`src/rtl/smp_port_map.vh`:
```
// Register offsets, field positions and reset values of the six-bit port
`ifndef SMP_PORT_MAP_VH
`define SMP_PORT_MAP_VH
`define SMP_ADDR_W          8
`define SMP_OFS_PIN_DATA    8'h05
`define SMP_OFS_DIRECTION   8'h85
`define SMP_OFS_ANALOG_CFG  8'h9f
`define SMP_PORT_W          6
`define SMP_DIR_RESET       6'h3f
`define SMP_DATA_RESET      6'h00
`define SMP_ACFG_W          3
`define SMP_ACFG_RESET      3'h0
`define SMP_ANA_RESET       5'h1f
`define SMP_VREF_RESET      1'h0
`define SMP_BIT_TIMER_CLK   4
`define SMP_BIT_SELECT      5
`define SMP_BIT_REFERENCE   3
`endif

```
`src/rtl/smp_sync2.v`:
```
// Two-flop synchroniser for a vector of pin inputs
`timescale 1ns/100ps
module smp_sync2 #(
  parameter W = 6
) (
  input  wire         i_clock,
  input  wire [W-1:0] i_async,
  output wire [W-1:0] o_sync
);
  reg [W-1:0] meta_q;
  reg [W-1:0] sync_q;
  // No reset: the stage only follows the pins, and first stage feeds only the second
  always @(posedge i_clock)
  begin
    meta_q <= i_async;
    sync_q <= meta_q;
  end
  assign o_sync = sync_q;
endmodule // smp_sync2

```
`src/rtl/smp_port.v`:
```
// Six-bit mixed-signal general-purpose port with data, direction and analog configuration registers
// How it works
// Data register holds bits 5..0; bits 7 and 6 read zero, writes ignored.
// Power-on or brown-out clears all data bits; other resets keep bit 4.
// Six-bit direction register, all ones after every kind of reset.
// Pin 4 driver is open drain: pulls low only, never drives high.
// Pin 4 also feeds the first timer's external clock input.
// Pin 5 is general I/O, serial port slave select, or analog input.
// Pins 0..3 are I/O or analog; pin 3 may be converter reference.
// Direction one disables the driver; zero drives the latched data bit.
//
// The implementer's own choice: the strobed register port.
`timescale 1ns/100ps
`include "smp_port_map.vh"
module smp_port #(
  parameter PORT_W = `SMP_PORT_W
) (
  input  wire                   i_clock,
  input  wire                   i_rst_n,
  input  wire                   i_power_reset,
  input  wire [`SMP_ADDR_W-1:0] i_addr,
  input  wire [7:0]             i_wdata,
  input  wire                   i_wr,
  input  wire                   i_rd,
  output reg  [7:0]             o_rdata,
  input  wire [PORT_W-1:0]      i_pin,
  output wire [PORT_W-1:0]      o_pin,
  output wire [PORT_W-1:0]      o_pin_oe_n,
  output wire                   o_first_timer_external_clock,
  output wire                   o_select_n,
  output wire [4:0]             o_analog_channel_enable,
  output wire                   o_reference_enable,
  output wire [`SMP_ACFG_W-1:0] o_analog_config
);
  // ==========================================================
  // Registers, next values and decodes
  reg  [PORT_W-1:0]      data_q;
  reg  [PORT_W-1:0]      data_d;
  reg  [PORT_W-1:0]      dir_q;
  reg  [PORT_W-1:0]      dir_d;
  reg  [`SMP_ACFG_W-1:0] acfg_q;
  reg  [`SMP_ACFG_W-1:0] acfg_d;
  reg  [PORT_W-1:0]      oe_n_q;
  reg  [PORT_W-1:0]      oe_n_d;
  reg  [4:0]             ana_q;
  reg  [4:0]             ana_d;
  reg                    vref_q;
  reg                    vref_d;
  reg  [7:0]             rdata_d;
  wire [PORT_W-1:0]      pin_s;
  wire                   wr_data;
  wire                   wr_dir;
  wire                   wr_acfg;

  // ==========================================================
  // Pin input synchroniser
  // Pins come from outside the clock domain; the two flops cost two
  // cycles of latency on every pin read and on both alternate inputs
  smp_sync2 #(.W(PORT_W)) u_sync (
    .i_clock (i_clock),
    .i_async (i_pin),
    .o_sync  (pin_s)
  );

  // ==========================================================
  // Address decode
  // A write to any unmapped address matches nothing and is ignored
  assign wr_data = i_wr && (i_addr == `SMP_OFS_PIN_DATA);
  assign wr_dir  = i_wr && (i_addr == `SMP_OFS_DIRECTION);
  assign wr_acfg = i_wr && (i_addr == `SMP_OFS_ANALOG_CFG);

  // ==========================================================
  // Next values of the software-visible registers
  // Write bits 7 and 6 have no storage behind them, so they are dropped here
  always @*
  begin
    data_d = data_q;
    dir_d  = dir_q;
    acfg_d = acfg_q;
    if (wr_data)
      data_d = i_wdata[PORT_W-1:0];
    if (wr_dir)
      dir_d = i_wdata[PORT_W-1:0];
    if (wr_acfg)
      acfg_d = i_wdata[`SMP_ACFG_W-1:0];
  end

  // Data latch: bit 4 survives resets other than power-on or brown-out
  // Bit 4 stays unknown until the first power-on reset or the first write to the data register
  always @(posedge i_clock)
  begin
    if (!i_rst_n)
    begin
      data_q[3:0] <= 4'h0;
      data_q[5]   <= 1'h0;
      if (i_power_reset)
        data_q[4] <= 1'h0;
    end
    else
      data_q <= data_d;
  end

  // Direction and analog configuration registers
  always @(posedge i_clock)
  begin
    if (!i_rst_n)
    begin
      dir_q  <= `SMP_DIR_RESET;
      acfg_q <= `SMP_ACFG_RESET;
    end
    else
    begin
      dir_q  <= dir_d;
      acfg_q <= acfg_d;
    end
  end

  // ==========================================================
  // Register read port
  // The data address returns the synchronised pin levels, not the latch, so
  // a pin held low from outside reads zero even with a one in the latch
  always @*
  begin
    case (i_addr)
      `SMP_OFS_PIN_DATA:   rdata_d = {2'h0, pin_s};
      `SMP_OFS_DIRECTION:  rdata_d = {2'h0, dir_q};
      `SMP_OFS_ANALOG_CFG: rdata_d = {5'h00, acfg_q};
      default:             rdata_d = 8'h00;
    endcase
  end

  // Read data stands for the one cycle after the strobe, zero otherwise
  always @(posedge i_clock)
  begin
    if (!i_rst_n)
      o_rdata <= 8'h00;
    else if (i_rd)
      o_rdata <= rdata_d;
    else
      o_rdata <= 8'h00;
  end

  // ==========================================================
  // Output enables
  // Worked out from next values and registered, so each enable moves in
  // the same cycle as the register behind it and no output is a bare gate
  always @*
  begin
    oe_n_d = dir_d;
    // Open drain: the driver lets go whenever the latched bit is one
    oe_n_d[`SMP_BIT_TIMER_CLK] = dir_d[`SMP_BIT_TIMER_CLK] | data_d[`SMP_BIT_TIMER_CLK];
  end

  // Every reset leaves all pins as inputs
  always @(posedge i_clock)
  begin
    if (!i_rst_n)
      oe_n_q <= `SMP_DIR_RESET;
    else
      oe_n_q <= oe_n_d;
  end
  assign o_pin_oe_n = oe_n_q;

  // ==========================================================
  // Pin drive levels
  // The open-drain bit never drives high; its level is a constant low
  genvar g;
  generate
    for (g = 0; g < PORT_W; g = g + 1)
    begin : g_drv
      if (g == `SMP_BIT_TIMER_CLK)
      begin : g_od
        assign o_pin[g] = 1'h0;
      end
      else
      begin : g_pp
        assign o_pin[g] = data_q[g];
      end
    end
  endgenerate

  // ==========================================================
  // Alternate pin functions
  // Both read the synchronised level; the timer sees each pin edge two
  // cycles late and cannot count pulses shorter than a clock period
  assign o_first_timer_external_clock = pin_s[`SMP_BIT_TIMER_CLK];
  assign o_select_n                   = pin_s[`SMP_BIT_SELECT];

  // ==========================================================
  // Analog decode
  // Chosen table of the three config bits; decoded from the next value and
  // registered, so the enables follow a write in the very next cycle
  always @*
  begin
    ana_d  = 5'h00;
    vref_d = 1'h0;
    case (acfg_d)
      3'h0:
      begin
        ana_d = 5'h1f;
      end
      3'h1:
      begin
        ana_d  = 5'h17;
        vref_d = 1'h1;
      end
      3'h2:
      begin
        ana_d = 5'h0f;
      end
      3'h3:
      begin
        ana_d  = 5'h07;
        vref_d = 1'h1;
      end
      3'h4:
      begin
        ana_d = 5'h03;
      end
      3'h5:
      begin
        ana_d  = 5'h03;
        vref_d = 1'h1;
      end
      default:
      begin
        // Codes 6 and 7 leave every pin digital
        ana_d  = 5'h00;
        vref_d = 1'h0;
      end
    endcase
  end

  // Registered decode; its reset value is the decode of a cleared config
  always @(posedge i_clock)
  begin
    if (!i_rst_n)
    begin
      ana_q  <= `SMP_ANA_RESET;
      vref_q <= `SMP_VREF_RESET;
    end
    else
    begin
      ana_q  <= ana_d;
      vref_q <= vref_d;
    end
  end
  assign o_analog_channel_enable = ana_q;
  assign o_reference_enable      = vref_q;
  assign o_analog_config         = acfg_q;
endmodule // smp_port

```
`config.mk`:
```
export PLATFORM = sky130hd
export DESIGN_NAME = smp_port
export DESIGN_NICKNAME = d
export VERILOG_FILES = /design/src/rtl/smp_sync2.v /design/src/rtl/smp_port.v
export VERILOG_INCLUDE_DIRS = /design/src /design/src/rtl
export SDC_FILE = /design/constraint.sdc
export NUM_CORES = 1
export LEC_CHECK = 0
export ABC_CLOCK_PERIOD_IN_PS = 2050
export BUFFER_PORTS_ARGS = -buffer_cell sky130_fd_sc_hd__buf_2
export CAP_MARGIN = 20
export CORE_AREA = 4 4 63 65
export CTS_CLUSTER_SIZE = 40
export DETAILED_ROUTE_END_ITERATION = 8
export DIE_AREA = 0 0 67 69
export PLACE_DENSITY = 0.75
export RECOVER_POWER = 100
export REMOVE_ABC_BUFFERS = 1
export SLEW_MARGIN = 0
export SYNTH_ARGS = -nofsm -noshare
export SYNTH_HDL_FRONTEND = slang
export SYNTH_SLANG_ARGS = --single-unit
```
`constraint.sdc`:
```
create_clock -name i_clock -period 2.05 [get_ports i_clock]
set_input_delay 0.3075 -clock i_clock [delete_from_list [all_inputs] [get_ports i_clock]]
set_output_delay 0.3075 -clock i_clock [all_outputs]
set_load 0.05 [all_outputs]
```
==> flow_metrics.env, run 1 <==
export IMPL_wl_per_cell_um=13.27
export IMPL_hold_buffers=0
export IMPL_grt_pass1_wl_um=5064
export IMPL_fin_crit_ns=1.585
export IMPL_clockRootBuffer="clkbuf_4"
export IMPL_clock_latency_ns=0.34
export IMPL_core_area_um2=3337
export IMPL_drt_pass1_iterations=4
export IMPL_layout_common_cells="38 x dfxtp_1, 30 x clkbuf_1, 23 x buf_2"
export IMPL_cts_sinks=39
export IMPL_setup_tns_ns=0
export IMPL_power_density_nw_per_um2=714.2
export IMPL_syn_area_per_cell_um2=10.56
export IMPL_final_common_cell="dfxtp_1"
export IMPL_drcViolationCount=0
export IMPL_grt_ovfl_total=0
export IMPL_crit_type="reg2out"
export IMPL_grt_pass1_vias=1094
export IMPL_die_area_um2=4623
export IMPL_clk_pin_slew_ns=0.10
export IMPL_crit_family="buffers and inverters"
export IMPL_r2r_start="data_q[4]$_SDFFCE_PN0P_"
export IMPL_final_setup_viol_count=0
export IMPL_tightest_slew_ns=1.209
export IMPL_power_leakage_nw=0.6934
export IMPL_outcome="finished, final reports clean"
export IMPL_vias_per_cell=4.929
export IMPL_fin_skew_ns=0.01437
export IMPL_slew_headroom=0.1941
export IMPL_netlist_area_um2=1574
export IMPL_io_buffers=52
export IMPL_fp_dieW_um=67
export IMPL_yosysWarningCount=0
export IMPL_cts_resized=0
export IMPL_slowest_stage="clkbuf_1"
export IMPL_rrSetupSlack_ns=0.87
export IMPL_max_stage_delay_ns=0.50
export IMPL_finalPower_mw=1.281
export IMPL_worst_setup_path_end_kind="output pin"
export IMPL_crit_required_ns=1.74
export IMPL_maxCapViolCount=0
export IMPL_max_freq_mhz=631.1
export IMPL_drive_gt1_frac=0.2292
export IMPL_num_io_pins=58
export IMPL_grt_use_total=0.1439
export IMPL_cts_tree="done"
export IMPL_min_path_type="in2reg"
export IMPL_hpwl_um=2407
export IMPL_synth_edf_count=1
export IMPL_synth_ff_type="dfxtp_1"
export IMPL_cts_max_path_buffers=2
export IMPL_finalInstanceArea_um2=1794
export IMPL_fin_nets=218
export IMPL_hold_depth=1
export IMPL_hold_start="i_pin[4]"
export IMPL_crit_buf_inv=1
export IMPL_wirelength_um=3159
export IMPL_pre_cts_slack_ns=0.3432
export IMPL_reg2reg_depth=3
export IMPL_cp_start_kind="flop"
export IMPL_min_to="u_sync.meta_q[4]$_DFF_P_"
export IMPL_cp_max_fo=7
export IMPL_num_vias=1173
export IMPL_antenna_found_initial=0
export IMPL_dieHeight_um=69
export IMPL_routabilityCongestion=0.8706
export IMPL_hold_viol_final=0
export IMPL_worstPathArrival_ns=1.28
export IMPL_cp_cell_sequence="clkbuf_1"
export IMPL_post_cts_buffers=0
export IMPL_yosysUniqueCellTypes=31
export IMPL_initial_utilization=0.4717
export IMPL_drt_iter0_drc=62
export IMPL_placed_area_um2=1770
export IMPL_num_rows=21
export IMPL_ys_seq_area_frac=0.5024
export IMPL_ant_nets=0
export IMPL_syn_to_final_growth_pct=13.99
export IMPL_worst_ir_drop_vdd_v=0.0005456
export IMPL_antenna_cells=0
export IMPL_numCtsBuffers=5
export IMPL_grt_setup_unrepaired="false"
export IMPL_min_period_over_period=0.7729
export IMPL_async_flop_share=0
export IMPL_r2r_end="o_pin_oe_n[4]$_SDFF_PN1_"
export IMPL_fin_ws_ns=0.4655
export IMPL_h_tree_depth=2
export IMPL_syn_inst=149
export IMPL_drv_slew=0
export IMPL_grt_max_degree=36
export IMPL_ys_ff_latch=39
## cell families after synthesis
logic type | count (synthesis) | synth area share
and+or+nand+nor | 51 | 0.1892
DFF | 39 | 0.5024
muxes | 24 | 0.1574
buffers and inverters | 23 | 0.09856
AOI/OAI and AO/OA | 11 | 0.05008
other | 1 | 0.002382
## worst max-delay path by stage
stage	start	cells after the start	end	slack, ns
3_3_place_gp	i_addr[3]	4	data_q[4]$_SDFFCE_PN0P_	0.39
6_report	o_analog_config[2]$_SDFF_PN0_	1	o_analog_config[2]	0.47
2_1_floorplan	i_addr[0]	3	o_analog_channel_enable[2]$_SDFF_PN1_	0.21
4_1_cts	o_analog_config[2]$_SDFF_PN0_	1	o_analog_config[2]	0.63
3_5_place_dp	i_addr[3]	4	dir_q[2]$_SDFFE_PN1P_	0.34
5_1_grt	i_rst_n	3	o_analog_channel_enable[2]$_SDFF_PN1_	0.30
## cell type report
type,instances,area (um^2)
clock buffers,7,55.05
clock inverters,1,5.005
fillers,332,1543
inverters,1,3.754
multi-input cells,89,635.6
flip-flops and latches,39,790.8
well taps,46,57.56
repair buffers,55,246.5
## flip-flops by register name (all words and copies together) (netlist names)
register	flops
dir_q	6
o_pin_oe_n	1
u_sync.o_sync	6
data_q	6
u_sync.meta_q	6
o_analog_channel_enable	4
o_reference_enable	1
o_rdata	6
o_analog_config	3
## Yosys cell counts, types with 2 or more instances
cell type  count  area share
nand4_1        4       0.016
buf_4         14       0.067
mux2_2         6       0.043
nor2_1         8       0.019
nor3_4         2       0.021
nand3_1        2      0.0064
a21oi_1        2      0.0064
clkbuf_1       5       0.012
nor2b_1       12       0.048
o311ai_0       2       0.011
mux2i_1       18        0.11
buf_6          2       0.014
nand2_1       15       0.036
a22oi_1        3       0.014
dfxtp_1       38        0.48
## report_power, final
part	switching, mW	total [mW]	internal [mW]
Sequential	0.00474	0.780	0.775
Clock	0.228	0.394	0.166
Combinational	0.0669	0.107	0.0401
## per-layer routing
layer  GRT usage  vias to the layer above  share of wire
met2      0.2303                       39           0.50
met4     0.05856                        0          0.015
met3     0.05682                        6          0.082
met1      0.1682                      542           0.40
li1            -                      586              -
met5           0                        -              0
## metrics by stage
stage	instances	utilization	hold WS [ns]
floorplan	129	-	0.3096
global placement	230	0.5306	0.3111
detailed placement	230	0.5306	0.3128
CTS	238	0.5486	0.05464
global route	238	0.5377	0.04592
finish	238	0.5377	0.06992
Note: power is estimated with default switching activity, not from simulation.
==> run 2: changes to the inputs <==
Settings changed: ABC_AREA from default to 1, ABC_CLOCK_PERIOD_IN_PS 2050 to 1650, CORE_AREA 4 4 63 65 to 4 4 62 64, DIE_AREA 0 0 67 69 to 0 0 66 68.
Clock period 2.05 ns to 1.65 ns, I/O delays scaled along.
==> flow_metrics.env, run 2 <==
export IMPL_synth_top_area_share=0.5037
export IMPL_placed_area_um2=1714
export IMPL_routabilityCongestion=0.7532
export IMPL_ys_top_cells_by_count="38 x dfxtp_1, 37 x nand2_1, 26 x nor2_1, 23 x inv_1, 15 x buf_4"
export IMPL_use_met3=0.05419
export IMPL_syn_to_final_growth_pct=19.39
export IMPL_layout_common_cells="39 x nand2_1, 38 x dfxtp_1, 34 x buf_2"
export IMPL_yosysWarningCount=0
export IMPL_setup_tns_ns=0
export IMPL_netlist_area_um2=1510
export IMPL_fin_nets=260
export IMPL_hold_start="i_wdata[3]"
export IMPL_crit_family="buffers and inverters"
export IMPL_core_area_um2=3284
export IMPL_min_period_over_period=0.8541
export IMPL_max_stage_delay_ns=0.47
export IMPL_vias_per_cell=4.236
export IMPL_rrSetupSlack_ns=0.76
export IMPL_fin_skew_ns=0.006726
export IMPL_drive_gt1_frac=0.2222
export IMPL_num_rows=21
export IMPL_power_internal_mw=1.265
export IMPL_crit_required_ns=1.40
export IMPL_clk_pin_slew_ns=0.11
export IMPL_hold_viol_final=0
export IMPL_synth_edf_count=1
export IMPL_yosysMostFrequentCell="dfxtp_1"
export IMPL_fin_crit_ns=1.409
export IMPL_initial_utilization=0.4598
export IMPL_fillers=330
export IMPL_grt_max_degree=18
export IMPL_die_area_um2=4488
export IMPL_yosysUniqueCellTypes=22
export IMPL_max_freq_mhz=709.5
export IMPL_num_io_pins=58
export IMPL_hold_slack_ns=0.1183
export IMPL_num_vias=1186
export IMPL_min_path_type="in2reg"
export IMPL_cp_max_fo=2
export IMPL_cts_max_path_buffers=2
export IMPL_cts_sinks=39
export IMPL_slowest_stage="clkbuf_1"
export IMPL_r2r_start="data_q[4]$_SDFFCE_PN0P_"
export IMPL_pwr_share_comb=0.071
export IMPL_final_common_cell="nand2_1"
export IMPL_hpwl_um=2154
export IMPL_crit_type="reg2out"
export IMPL_multi_input_area_um2=490.5
export IMPL_gr_usage_met1=0.1687
export IMPL_finalInstanceArea_um2=1803
export IMPL_worst_setup_path_end_kind="output pin"
export IMPL_power_density_nw_per_um2=921.4
export IMPL_min_to="dir_q[3]$_SDFFE_PN1P_"
export IMPL_h_tree_depth=2
export IMPL_ys_seq_area_frac=0.5236
export IMPL_yosys_area_top_type="dfxtp_1"
export IMPL_worstPathArrival_ns=1.16
export IMPL_cts_tree="done"
export IMPL_tightest_slew_ns=0.7309
export IMPL_power_leakage_nw=0.8752
export IMPL_syn_area_per_cell_um2=8.252
export IMPL_clockRootBuffer="clkbuf_4"
export IMPL_seq_area_um2=790.8
export IMPL_dieHeight_um=68
export IMPL_crit_buf_inv=1
export IMPL_synth_ff_type="dfxtp_1"
export IMPL_syn_inst=183
export IMPL_grt_pass1_wl_um=4623
export IMPL_io_buffers=52
export IMPL_reg2reg_depth=4
export IMPL_netlist_top_cells_area="dfxtp_1 50%, nand2_1 9.2%, buf_4 7.5%, nor2_1 6.5%, inv_1 5.7%"
export IMPL_grt_busiest_layer="met2"
export IMPL_worst_ir_drop_vdd_v=0.0005959
export IMPL_ant_nets=0
export IMPL_grt_pass1_vias=1043
export IMPL_antenna_cells=0
export IMPL_p_sw_frac=0.2386
export IMPL_drt_pass1_iterations=4
export IMPL_grt_ovfl_total=0
export IMPL_drt_iter0_drc=27
export IMPL_grt_use_total=0.1399
export IMPL_wl_per_cell_um=10.29
export IMPL_cp_start_kind="flop"
export IMPL_maxCapViolCount=0
export IMPL_final_setup_viol_count=0
export IMPL_grt_setup_unrepaired="false"
export IMPL_use_met2=0.2190
export IMPL_cp_cell_sequence="clkbuf_1"
export IMPL_async_flop_share=0
export IMPL_slew_headroom=0.5127
export IMPL_r2r_end="data_q[4]$_SDFFCE_PN0P_"
export IMPL_antenna_found_initial=0
export IMPL_fp_dieW_um=66
export IMPL_hold_depth=3
export IMPL_switching_power_uw=396.4
export IMPL_drcViolationCount=0
export IMPL_p_seq_frac=0.583
export IMPL_ys_ff_latch=39
export IMPL_clockPowerShare=0.346
export IMPL_clock_latency_ns=0.35
export IMPL_wirelength_um=2880
export IMPL_drv_slew=0
export IMPL_numCtsBuffers=5
export IMPL_outcome="finished, final reports clean"
-- run 2: cell types whose count changed after synthesis, sizes merged, moves of 4 or more --
cell	change
nand2	+26
clkbuf	-4
inv	+23
nor2b	-12
o21ai	+8
nand3	+6
nor2	+27
mux2	-6
mux2i	-18
-- run 2: power by group through the flow --
| stage | sequential (mW) | clock [mW] | combinational, mW |
|---|---|---|---|
| final | 0.969 | 0.575 | 0.117 |
| after global routing | 0.971 | 0.636 | 0.131 |
| after CTS | 0.969 | 0.596 | 0.122 |
| after detailed placement | 0.991 | 0 | 0.111 |
| after global placement | 0.990 | 0 | 0.110 |
| after floorplan | 1.00 | 0 | 0.0476 |
-- run 2: timing repair --
item,CTS,global route
setup buffers,0,0
hold buffers,6,0
resized for setup,0,0
endpoints found under the hold margin,6,0
-- run 2: worst max-delay path by stage --
stage,from,end,slack (ns),depth (start not counted)
4_1_cts,dir_q[1]$_SDFFE_PN1P_,o_pin_oe_n[1],0.37,1
3_3_place_gp,i_addr[5],data_q[4]$_SDFFCE_PN0P_,0.20,7
3_5_place_dp,i_addr[5],data_q[4]$_SDFFCE_PN0P_,0.19,7
5_1_grt,data_q[5]$_SDFFE_PN0P_,o_pin[5],0.17,1
6_report,o_analog_config[2]$_SDFF_PN0_,o_analog_config[2],0.24,1
2_1_floorplan,i_addr[5],data_q[4]$_SDFFCE_PN0P_,0.47,6
-- run 2: area by class of cell --
type | instances | area share
multi-input combinational | 105 | 0.2720
clock buffer | 6 | 0.03470
sequential | 39 | 0.4386
timing repair buffer | 58 | 0.1652
inverter | 24 | 0.04997
clock inverter | 2 | 0.007634
tap | 46 | 0.03192
-- run 2: worst register-to-register path, stage by stage (launching register included) --
cell      delay, ns
edfxtp_1       0.38
inv_1          0.06
nand2_1        0.04
o21ai_1        0.12
nor2_1         0.06
-- run 2: cells by family (layout without fill, tap and decap cells) --
group | Yosys count | count (layout) | share of synthesized area
AND/OR/NAND/NOR | 89 | 89 | 0.2842
AO/OA/AOI/OAI | 13 | 13 | 0.04971
flip-flops | 39 | 39 | 0.5236
buffers and inverters | 41 | 90 | 0.1400
other | 1 | 3 | 0.002483
-- run 2: layer usage --
layer	up-vias	wire [um]	share of wire
met4	0	61	0.021
met1	501	1285	0.45
li1	641	-	-
met3	7	230	0.080
met5	-	0	0
met2	37	1303	0.45
-- run 2: stage by stage --
step           worst slack [ns]  total power, mW    util  instances
4_1_cts                  0.3748            1.688  0.5634        280
2_1_floorplan            0.4717            1.050       -        168
3_5_place_dp             0.1905            1.102  0.5219        266
6_report                 0.2407            1.661  0.5490        280
3_3_place_gp             0.2029            1.100  0.5219        266
5_1_grt                  0.1716            1.738  0.5490        280
